### src/design/crank_consts.svh
// Field offsets and constants for the crank sensor threshold and blanking block
`ifndef CRANK_CONSTS_SVH
`define CRANK_CONSTS_SVH

`define CSTB_THR_MSB 7
`define CSTB_THR_LSB 4
`define CSTB_BLK_MSB 3
`define CSTB_BLK_LSB 0
`define CSTB_RUN_RESET 8'h50
`define CSTB_CRANK_RESET 8'h00
`define CSTB_BLK_STEPS 32

`endif

### src/design/cstb_pkg.sv
// Types for the crank sensor threshold and blanking block
package cstb_pkg;

  typedef struct packed {
    logic [7:0] running;
    logic [7:0] cranking;
    logic singleEnded;
    logic refDisconnect;
    logic lowReference;
    logic autoThreshold;
  } cstb_cfg_t;

  typedef enum logic [1:0] {
    CSTB_IDLE,
    CSTB_BLANK
  } cstb_phase_t;

  typedef struct packed {
    logic cmpSync1;
    logic cmpSync2;
    logic toothOut;
    cstb_phase_t phase;
    logic [23:0] pulseCount;
    logic [23:0] lastRefWidth;
    logic [23:0] blankCount;
    logic [4:0] divCount;
    logic tach_pulse_output;
    logic [3:0] thresholdCode;
  } cstb_state_t;

endpackage : cstb_pkg

### src/design/cstb_crank_sensor.sv
// Crank sensor conditioner control: threshold select, blanking one-shot, tach divider
`timescale 1ns/100ps
`include "crank_consts.svh"

module cstb_crank_sensor #(
  parameter int CountWidth = 24
) (
  input wire logic clk,
  input wire logic rst,
  input wire cstb_pkg::cstb_cfg_t cfg,
  input wire logic [3:0] peakCode,
  input wire logic comparatorRaw,
  input wire logic tachDivEnable,
  input wire logic [4:0] tachDivide,
  output logic [3:0] dacCode,
  output logic singleEndedSelect,
  output logic refDisconnect,
  output logic conditionedToothOutput,
  output logic tachPulseOutput
);
  import cstb_pkg::*;

  // The state struct fixes the counter width, so any other value cannot be served
  if (CountWidth != 24) begin : g_bad_width
    $error("CountWidth must match the state struct width of 24");
  end

  // ****************************************************************
  // Register selection
  // ****************************************************************
  logic crankActive;
  logic [7:0] selected;
  logic [3:0] blankCode;
  logic [3:0] nextThreshold;

  always_comb begin
    crankActive = (cfg.cranking != 8'h00);
    selected = crankActive ? cfg.cranking : cfg.running;
    blankCode = selected[`CSTB_BLK_MSB:`CSTB_BLK_LSB];
    // Automatic mode tracks the last digitised peak amplitude
    nextThreshold = cfg.autoThreshold ? peakCode
                                      : selected[`CSTB_THR_MSB:`CSTB_THR_LSB];
  end

  // ****************************************************************
  // State
  // ****************************************************************
  cstb_state_t state;
  cstb_state_t next_state;
  logic rawLevel;
  logic refLevel;
  logic [27:0] blankProduct;
  logic [23:0] blankLength;
  logic [4:0] divTarget;

  always_comb begin
    next_state = state;
    next_state.cmpSync1 = comparatorRaw;
    next_state.cmpSync2 = state.cmpSync1;
    next_state.thresholdCode = nextThreshold;
    rawLevel = state.cmpSync2;
    // Reference pulse: high time normally, low time with an elongated tooth wheel
    refLevel = cfg.lowReference ? 1'b0 : 1'b1;
    // Each code step is 1/32 of the reference width (3.125 percent)
    blankProduct = 28'(state.lastRefWidth) * 28'(blankCode);
    blankLength = {1'b0, blankProduct[27:5]};
    divTarget = tachDivide - 5'h01;

    if (state.pulseCount != 24'hffffff) begin
      next_state.pulseCount = state.pulseCount + 24'h000001;
    end

    unique case (state.phase)
      CSTB_IDLE: begin
        if (rawLevel != state.toothOut) begin
          next_state.toothOut = rawLevel;
          next_state.pulseCount = 24'h000001;
          // Width of the pulse just ended becomes the new reference if that pulse was at the reference level
          if (state.toothOut == refLevel) begin
            next_state.lastRefWidth = state.pulseCount;
          end
          if (blankLength != 24'h000000) begin
            next_state.blankCount = blankLength;
            next_state.phase = CSTB_BLANK;
          end
          // Tach divider counts rising tooth edges; divide 0 means 32
          if (rawLevel) begin
            if (state.divCount == divTarget) begin
              next_state.divCount = 5'h00;
              next_state.tach_pulse_output = ~state.tach_pulse_output;
            end else begin
              next_state.divCount = state.divCount + 5'h01;
            end
          end
        end
      end
      CSTB_BLANK: begin
        // Comparator changes are ignored here; level is re-examined on exit
        next_state.blankCount = state.blankCount - 24'h000001;
        if (state.blankCount == 24'h000001) begin
          next_state.phase = CSTB_IDLE;
        end
      end
      default: begin
        next_state.phase = CSTB_IDLE;
      end
    endcase
  end

  always_ff @(posedge clk) begin
    if (rst) begin
      state <= '0;
      state.phase <= CSTB_IDLE;
      state.thresholdCode <= 4'h5;
    end else begin
      state <= next_state;
    end
  end

  // ****************************************************************
  // Outputs
  // ****************************************************************
  always_comb begin
    dacCode = state.thresholdCode;
    singleEndedSelect = cfg.singleEnded;
    refDisconnect = cfg.refDisconnect;
    conditionedToothOutput = state.toothOut;
    tachPulseOutput = tachDivEnable ? state.tach_pulse_output : 1'b0;
  end

endmodule : cstb_crank_sensor

### config.mk
export PLATFORM = sky130hd
export DESIGN_NAME = cstb_crank_sensor
export DESIGN_NICKNAME = d
export VERILOG_FILES = /design/src/design/cstb_pkg.sv /design/src/design/cstb_crank_sensor.sv
export VERILOG_INCLUDE_DIRS = /design/src /design/src/design
export SDC_FILE = /design/constraint.sdc
export NUM_CORES = 1
export LEC_CHECK = 0
export BUFFER_PORTS_ARGS = -buffer_cell sky130_fd_sc_hd__buf_2
export CAP_MARGIN = 20
export CORE_UTILIZATION = 57
export CTS_BUF_LIST = sky130_fd_sc_hd__clkbuf_16
export DETAILED_ROUTE_END_ITERATION = 8
export HOLD_SLACK_MARGIN = 0.05
export PLACE_DENSITY = 0.88
export SKIP_CTS_REPAIR_TIMING = 1
export SLEW_MARGIN = 20
export SYNTH_ARGS = -nofsm -noshare
export SYNTH_HDL_FRONTEND = slang
export SYNTH_SLANG_ARGS = --single-unit
### constraint.sdc
create_clock -name clk -period 5.8 [get_ports clk]
set_clock_uncertainty 0.05 [all_clocks]
set_input_delay 0.58 -clock clk [delete_from_list [all_inputs] [get_ports clk]]
set_output_delay 0.58 -clock clk [all_outputs]
set_load 0.1 [all_outputs]
======== Yosys cells after proc, flatten, opt, wreduce, memory -nomap -nowiden ========
Index checks and enable logic that the tools add are counted.
operators by class
  multiplexer cells ....................... 16
  bitwise operators ....................... 1
  $add $sub $neg .......................... 4
  eq/ne operators ......................... 9
  reductions and logical operators ........ 10
  multipliers ............................. 1
operator list
  operator                                            count
  two-way mux 80 bit                                  1
  two-way mux 24 bit                                  3
  two-way mux 48 bit                                  1
  case mux 24 bit (2 select lines)                    1
  multiplier 24 x 4 -> 28 bit                         1
  adder 24 x 1 -> 24 bit, second input constant       1
  == test 24 x 1 -> 1 bit, second input constant      1
  != test 24 bit, second input constant               1
  subtractor 24 x 1 -> 24 bit, second input constant  1
  nonzero test 23 bit                                 1
  AND reduction 3 bit                                 4
  two-way mux 8 bit                                   1
  nonzero test 8 bit                                  1
  two-way mux 6 bit                                   1
  != test 2 bit, second input constant                3
  adder 5 x 1 -> 5 bit, second input constant         1
  == test 5 bit                                       1
  two-way mux 5 bit                                   1
  subtractor 5 x 1 -> 5 bit, second input constant    1
  two-way mux 2 bit                                   2
  two-way mux 4 bit                                   1
  case mux 2 bit (2 select lines)                     1
  AND reduction 4 bit                                 1
  two-way mux 1 bit                                   3
  other kinds (7)                                     7
storage, ports and cells
  output and inout bits ................... 8
  input bits .............................. 33
  register bits ........................... 87
  word-level logic and storage cells ...... 51

======== Depth between registers and ports, before layout ========
Gate-level depths: netlist of run 1.
  depth in word-level cells ............... 7
  mapped depth ............................ 22
  mapped depth without buffers ............ 19

======== Worst setup path after synthesis of run 1 ========
Ideal clock, no wire load.
  path kind ............................... in2reg
  start point ............................. in cfg[7] (netlist bit)
  end point ............................... reg state[18] (netlist bit)
  data arrival time ....................... 5.479 ns
  library setup time ...................... 0.081 ns
  slack ................................... 0.189 ns
  path buffers ............................ 2
  required time ........................... 5.669 ns
  stages .................................. 20
  cell sequence ........................... nor4_4 > nand2_1 > nor3_1 > a21o_1 > clkbuf_1 > nand2_1 > fa_1 > fa_1 > inv_1 > ha_1 > and4_1 > and2_1 > a31o_2 > a21oi_1 > o21ai_0 > xnor2_1 > nor4b_1 > nand4_4 > buf_6 > a211oi_2
on the way
  word-level cells in the longest chain between the ends .. 6
  elaborated cells between the ends (all ways) .. 9
  classes of those cells .................. 1 x mul; 1 x eq/ne; 4 x mux; 3 x reduce/logical
ends and longest elaborated chain
  item                                                                                      RTL line                  RTL
  start: declaration                                                                        cstb_crank_sensor.sv:10   input wire cstb_pkg::cstb_cfg_t cfg,
  nonzero test 8 bit                                                                        cstb_crank_sensor.sv:37   crankActive = (cfg.cranking != 8'h00);
  two-way mux 8 bit *                                                                       cstb_crank_sensor.sv:38   selected = crankActive ? cfg.cranking : cfg.running;
  multiplier 24 x 4 -> 28 bit *                                                             cstb_crank_sensor.sv:65   blankProduct = 28'(state.lastRefWidth) * 28'(blankCode);
  nonzero test 23 bit or two-way mux 24 bit (tied branches)                                 cstb_crank_sensor.sv:82   if (blankLength != 24'h000000) begin
  != test 2 bit (no source line) or two-way mux 80 bit (tied branches)                      --
  AND reduction 3 bit (no source line) or case mux 24 bit (2 select lines) (tied branches)  --
  end signal: assignment                                                                    cstb_crank_sensor.sv:116  state <= next_state;
  end: declaration                                                                          cstb_crank_sensor.sv:48   cstb_state_t state;
Every way passes the cells marked *; elsewhere a longest branch is shown, timed or not. The select of a mux whose other input is x is not followed.
A chain may end at the register's enable or synchronous reset.

======== Worst setup path in the final report of run 1 ========
  start point ............................. in cfg[7] (netlist bit)
  end point ............................... reg state[10] (netlist bit)
The elaborated chain is that of the path after synthesis.

==> summary.txt, run 1 <==
Initial antenna violation count: 0
WS Path Type: input port to flop
Number of placed instances, taps included: 1190
I/O pin total: 41
Async set-reset flop share out of synthesis: 0%
GRT Total Usage: 27.0%
Layout Cells excl Fill: 1206
YS warnings: 0
FMAX: 186 MHz
RSZ-0062 raised after global routing: no
Diode count: 0
Finish-stage setup viols: 0
DRT Pass-1 Iters: 6
Status: completed
Max-cap violations: 0
Post-synth EDFFs: 0
Crit path time final: 5390 ps
Fin. Hold Viols: 0
Synth Register Bits: 86
Clock Tree Buf Depth: 2
Worst r2r dst: state[10]
Cells on worst reg2reg path: 14
Sum Neg Setup Slack: 0 ps
Worst Setup EP: state[10]
Total core area: 13300 um2
Crit path from: cfg[7]
Syn Inst Count: 1015
Die H: 119 um
R2R Setup Slk: 1030 ps
Final instance area: 8450 um2
Clk sinks: 86
Most frequent cells in the layout: 129 x nand2_1, 98 x inv_1, 93 x nor2_1
Vias in the first global route: 6893
# rows: 42
GRT Residual Overflow: 0
Max VDD drop: 114 uV
Required @ worst endpoint: 6010 ps
First-pass GRT wire length: 31400 um
Synth unique cells: 64
Total CTS buffers: 9
Root buf cell: clkbuf_16
Most common cell after layout, fill and taps aside: nand2_1
Synth Flop Type: dfxtp_1
WHS: 384 ps
Largest net degree at the start of global routing: 63
# DRC: 0
Final count of pins violating max slew: 0
Syn Area/Cell: 7.66 um2
Initial core utilization: 58.5%
Clock slew at reported path FFs: 70 ps
Pwr Density: 166 nW/um2
Worst Tran Pin Value: 938 ps
Layout cells sized above 1: 10.4%
Gpl congestion: 0.938
Worst setup SP type: input port
Area growth from synthesis to layout: 8.66%
CTS tree: built
Total number of vias: 7090
Fin crit share: 92.9%
DR WL/cell: 15.0 um
DP HPWL: 13600 um
Worst-path fanout max: 21
Tot Pwr: 1.40 mW
Initial drt markers: 600
Critical Path Sink Type: flop
Clock latency on the worst-skew pair: 360 ps
Synthesized Nets: 1127
Post-DP Area: 8070 um2
Mapped Area: 7780 um2
Rel. slew slack: 37.0%
Worst Hold Class: flop to flop
Max H-tree Level: 3
Port Buffers: 36
Fin nets: 1137
DR vias/cell: 5.88
DRT antenna net count: 0
Hold depth: 1
Worst Path Arrival: 5600 ps
DIE WIDTH: 119 um
Pleak: 3.66 nW
Seq/Total Area, Yosys: 22.1%
Reg2reg start: state[35]
Die Area: 14100 um2
DRT Wirelength: 18100 um
==> cell families after synthesis <==
logic type / after synthesis / share of synthesized area (%)
compound gates: 221 / 19.3
xor+xnor: 58 / 6.53
fa+ha+maj: 79 / 16.9
buf+inv: 154 / 7.96
flops: 86 / 22.1
mux: 2 / 0.257
simple gates: 415 / 26.9
==> stage by stage <==
stage          setup slack, ps  util, %
3_5_place_dp             -21.8     60.7
6_report                   410     63.6
2_1_floorplan              189        -
3_3_place_gp               212     60.7
5_1_grt                   45.6     63.6
4_1_cts                    311     63.3
==> layout make-up <==
class                      instances  area (um2)
sequential                        86        1720
timing repair buffer              55         323
tap                              176         220
multi-input combinational        775        5460
fill                            1129        4850
inverter                          98         368
clock inverter                     7         128
clock buffer                       9         225
==> cell usage after synthesis (9+ instances only) <==
cell type  count  share of area (%)
a211oi_1      12                1.2
a211oi_2      14                2.3
a21o_1        11                1.1
a21oi_1       81                5.2
and2_1        71                5.7
clkbuf_1      45                2.2
dfxtp_1       86                 22
fa_1          43                 11
ha_1          36                5.8
inv_1         98                4.7
nand2_1      129                6.2
nand3_1       18                1.2
nand4_1       18                1.4
nor2_1        93                4.5
nor2b_1       12               0.97
nor3_1        19                1.2
o21ai_0       27                1.7
o21bai_1       9               0.87
or3_1          9               0.72
xnor2_1       24                2.7
xor2_1        34                3.8
==> flip-flops by register name, indices dropped and copies added, names as in the netlist <==
name	cells
rawLevel	1
state	79
conditionedToothOutput	1
dacCode	4
next_state	1
==> critical path, stage by stage <==
cell and delay [ps]:
buf_2 120, nor4_4 290, nand2_1 100, nor3_2 170, a21o_1 220, buf_4 240, and2_1 180, fa_1 420
inv_1 90, fa_1 380, inv_1 70, ha_1 320, a21oi_1 240, o21a_1 240, nand4b_1 160, o211ai_1 230
a21oi_1 110, or4_1 420, a211oi_1 400, nand4_4 150, buf_4 230, a211oi_1 230
==> routing by layer <==
metal / global-route usage [%] / part of all wire, % / up-vias
met3: 4.92 / 5.3 / 54
met1: 34.0 / 44 / 3339
li1: - / - / 3455
met2: 45.7 / 48 / 242
met4: 10.7 / 2.3 / 0
met5: 0 / 0 / -
==> how the worst min path moves through the flow <==
stage / start / endpoint / slack, ps
2_1_floorplan: next_state[85] / rawLevel / 360
6_report: next_state[85] / rawLevel / 380
5_1_grt: next_state[85] / rawLevel / 410
3_5_place_dp: next_state[85] / rawLevel / 370
4_1_cts: next_state[85] / rawLevel / 390
3_3_place_gp: next_state[85] / rawLevel / 370
==> where the power goes <==
part / switching (mW) / leakage, nW / internal (mW)
clock network: 0.264 / 0.173 / 0.428
logic: 0.0735 / 2.79 / 0.0325
registers: 0.00499 / 0.695 / 0.596
total: 0.342 / 3.66 / 1.06
Power figures use the tool's default switching activity.
==> run 2: changes to the inputs <==
--- a/config.mk
+++ b/config.mk
@@ -8,11 +8,14 @@
 export LEC_CHECK = 0
 export BUFFER_PORTS_ARGS = -buffer_cell sky130_fd_sc_hd__buf_2
 export CAP_MARGIN = 20
-export CORE_UTILIZATION = 57
+export CELL_PAD_IN_SITES_DETAIL_PLACEMENT = 0
+export CELL_PAD_IN_SITES_GLOBAL_PLACEMENT = 1
+export CORE_UTILIZATION = 42
 export CTS_BUF_LIST = sky130_fd_sc_hd__clkbuf_16
 export DETAILED_ROUTE_END_ITERATION = 8
+export GPL_ROUTABILITY_DRIVEN = 0
 export HOLD_SLACK_MARGIN = 0.05
-export PLACE_DENSITY = 0.88
+export PLACE_DENSITY = 0.87
 export SKIP_CTS_REPAIR_TIMING = 1
 export SLEW_MARGIN = 20
 export SYNTH_ARGS = -nofsm -noshare
==> run 2 against run 1 <==
Effect of this change:
- worst setup slack gained 30 ps
- non-clock buffer count grew 10
- combinational power is essentially flat
- cell count grew 5.2%
- critical endpoint is now state[13]
- sequential cell count is the same
- critical path type unchanged
- first-iteration DRC count shrank 43%
- sequential power is essentially flat
- utilization shrank 16 points
==> summary.txt, run 2 (synthesis gave the netlist of run 1 again) <==
DP HPWL: 13700 um (+0.66%)
Sum Neg Setup Slack: 0 ps (unchanged)
Max H-tree Level: 3 (unchanged)
GRT Residual Overflow: 0 (unchanged)
Fin. Hold Viols: 0 (unchanged)
Setup ws final: 440 ps (+30.0 ps)
Initial core utilization: 43.1% (-15 points)
# DRC: 0 (unchanged)
Worst-path fanout max: 20 (-4.8%)
Root buf cell: clkbuf_16
GRT Total Usage: 19.0% (-8.0 points)
# rows: 49 (+17%)
Final core occ: 47.3% (-16 points)
Top reg by flops: state
Crit path from: cfg[7]
DIE WIDTH: 138 um (+16%)
CTS tree: built
RSZ-0062 raised after global routing: no
Die Area: 19100 um2 (+35%)
DRT Wirelength: 17500 um (-3.1%)
Critical Path Sink Type: flop
WHS: 388 ps (+3.82 ps)
Total CTS buffers: 9 (unchanged)
Post-DP Area: 8210 um2 (+1.8%)
HP Start: next_state[85]
Required @ worst endpoint: 6000 ps (about the same)
Initial antenna violation count: 0 (unchanged)
WS Path Type: input port to flop
FMAX: 187 MHz (+0.56%)
DRT Pass-1 Iters: 5 (-1)
Max-cap violations: 0 (unchanged)
Pwr Density: 153 nW/um2 (-7.7%)
Final count of pins violating max slew: 0 (unchanged)
Clock slew at reported path FFs: 60 ps (about the same)
Max VDD drop: 178 uV (+55%)
Die H: 138 um (+16%)
Worst setup SP type: input port
Initial drt markers: 343 (-43%)
Reg2reg start: state[35]
Fin crit share: 92.4% (-0.52 points)
Most frequent cells in the layout: 129 x nand2_1, 98 x inv_1, 93 x nor2_1
Pleak: 3.68 nW (+0.62%)
Worst Path Arrival: 5560 ps (-40 ps)
Layout cells sized above 1: 11.0% (+0.57 points)
Status: completed
Area growth from synthesis to layout: 9.70%
Clock latency on the worst-skew pair: 350 ps (about the same)
Clock Tree Buf Depth: 2 (unchanged)
Final instance area: 8530 um2 (+0.96%)
Diode count: 0 (unchanged)
Total number of vias: 6711 (-5.3%)
DR WL/cell: 13.8 um (-7.9%)
Fillers: 1851 (+64%)
Clk sinks: 86 (unchanged)
Total core area: 18000 um2 (+36%)
Port Buffers: 36 (unchanged)
Worst Hold Class: flop to flop
First-pass GRT wire length: 30400 um (-3.2%)
Vias in the first global route: 6421 (-6.8%)
Fin nets: 1147 (+0.88%)
DR vias/cell: 5.29 (-10%)
DRT antenna net count: 0 (unchanged)
Finish-stage setup viols: 0 (unchanged)
Most common cell after layout, fill and taps aside: nand2_1
Crit path time final: 5360 ps (-30.0 ps)
DP Worst Slack: -106 ps (-84.6 ps)
Worst Tran Pin Value: 936 ps (-2.71 ps)
I/O pin total: 41 (unchanged)
Rel. slew slack: 37.4% (+0.43 points)
Max reg flops: 79 (unchanged)
Largest net degree at the start of global routing: 63 (unchanged)
-- run 2: cell types whose count changed in the layout (fill, tap and decap cells not counted), sizes merged --
cell | before | now
buf | 55 | 65
clkinvlp | 0 | 2
bufinv | 3 | 1
-- run 2: worst max-delay path, cell delays in order --
cell and delay [ps]:
buf_2 120, nor4_4 280, nand2_1 100, nor3_2 180
a21o_1 250, buf_4 250, and2_1 180, fa_1 410
inv_1 90, fa_1 380, inv_1 70, ha_1 310
buf_4 190, nand4_1 100, o211ai_1 110, a31o_2 280
o211ai_1 140, a21oi_1 120, or4_1 470, a211oi_2 360
nand4_4 150, buf_4 200, a211oi_1 230
-- run 2: worst paths after layout --
path,end,slack (ps),depth (start not counted)
worst min register to register,rawLevel,390,1
worst min-delay path,rawLevel,390,1
worst max-delay path,state[13],440,23
worst max register to register,state[13],1130,14
-- run 2: final cells by class --
class | instances | area, um2 | area share, %
Clock buffer | 9 | 225 | 2.64
Timing Repair Buffer | 65 | 398 | 4.66
Tap cell | 229 | 287 | 3.36
Inverter | 98 | 368 | 4.31
Multi-Input combinational cell | 775 | 5450 | 63.9
Clock inverter | 7 | 80.1 | 0.939
Sequential cell | 86 | 1720 | 20.2
-- run 2: per-stage QoR --
stage                     instances  power, mW
after floorplan                1015      0.696
after global placement         1253      0.719
after detailed placement       1253      0.721
after CTS                      1269       1.32
after global routing           1269       1.36
final                          1269       1.30
-- run 2: routing by layer --
layer	vias up	part of all wire, %	global-route usage (%)
met5	-	0	0
met4	0	0.90	4.45
met3	9	2.8	3.05
met2	72	47	31.7
met1	3154	49	25.7
li1	3476	-	-
-- run 2: power breakdown --
| part | internal (mW) | leakage, nW | switching [mW] |
|---|---|---|---|
| logic | 0.0330 | 2.85 | 0.0727 |
| registers | 0.596 | 0.695 | 0.00497 |
| clock network | 0.339 | 0.143 | 0.257 |
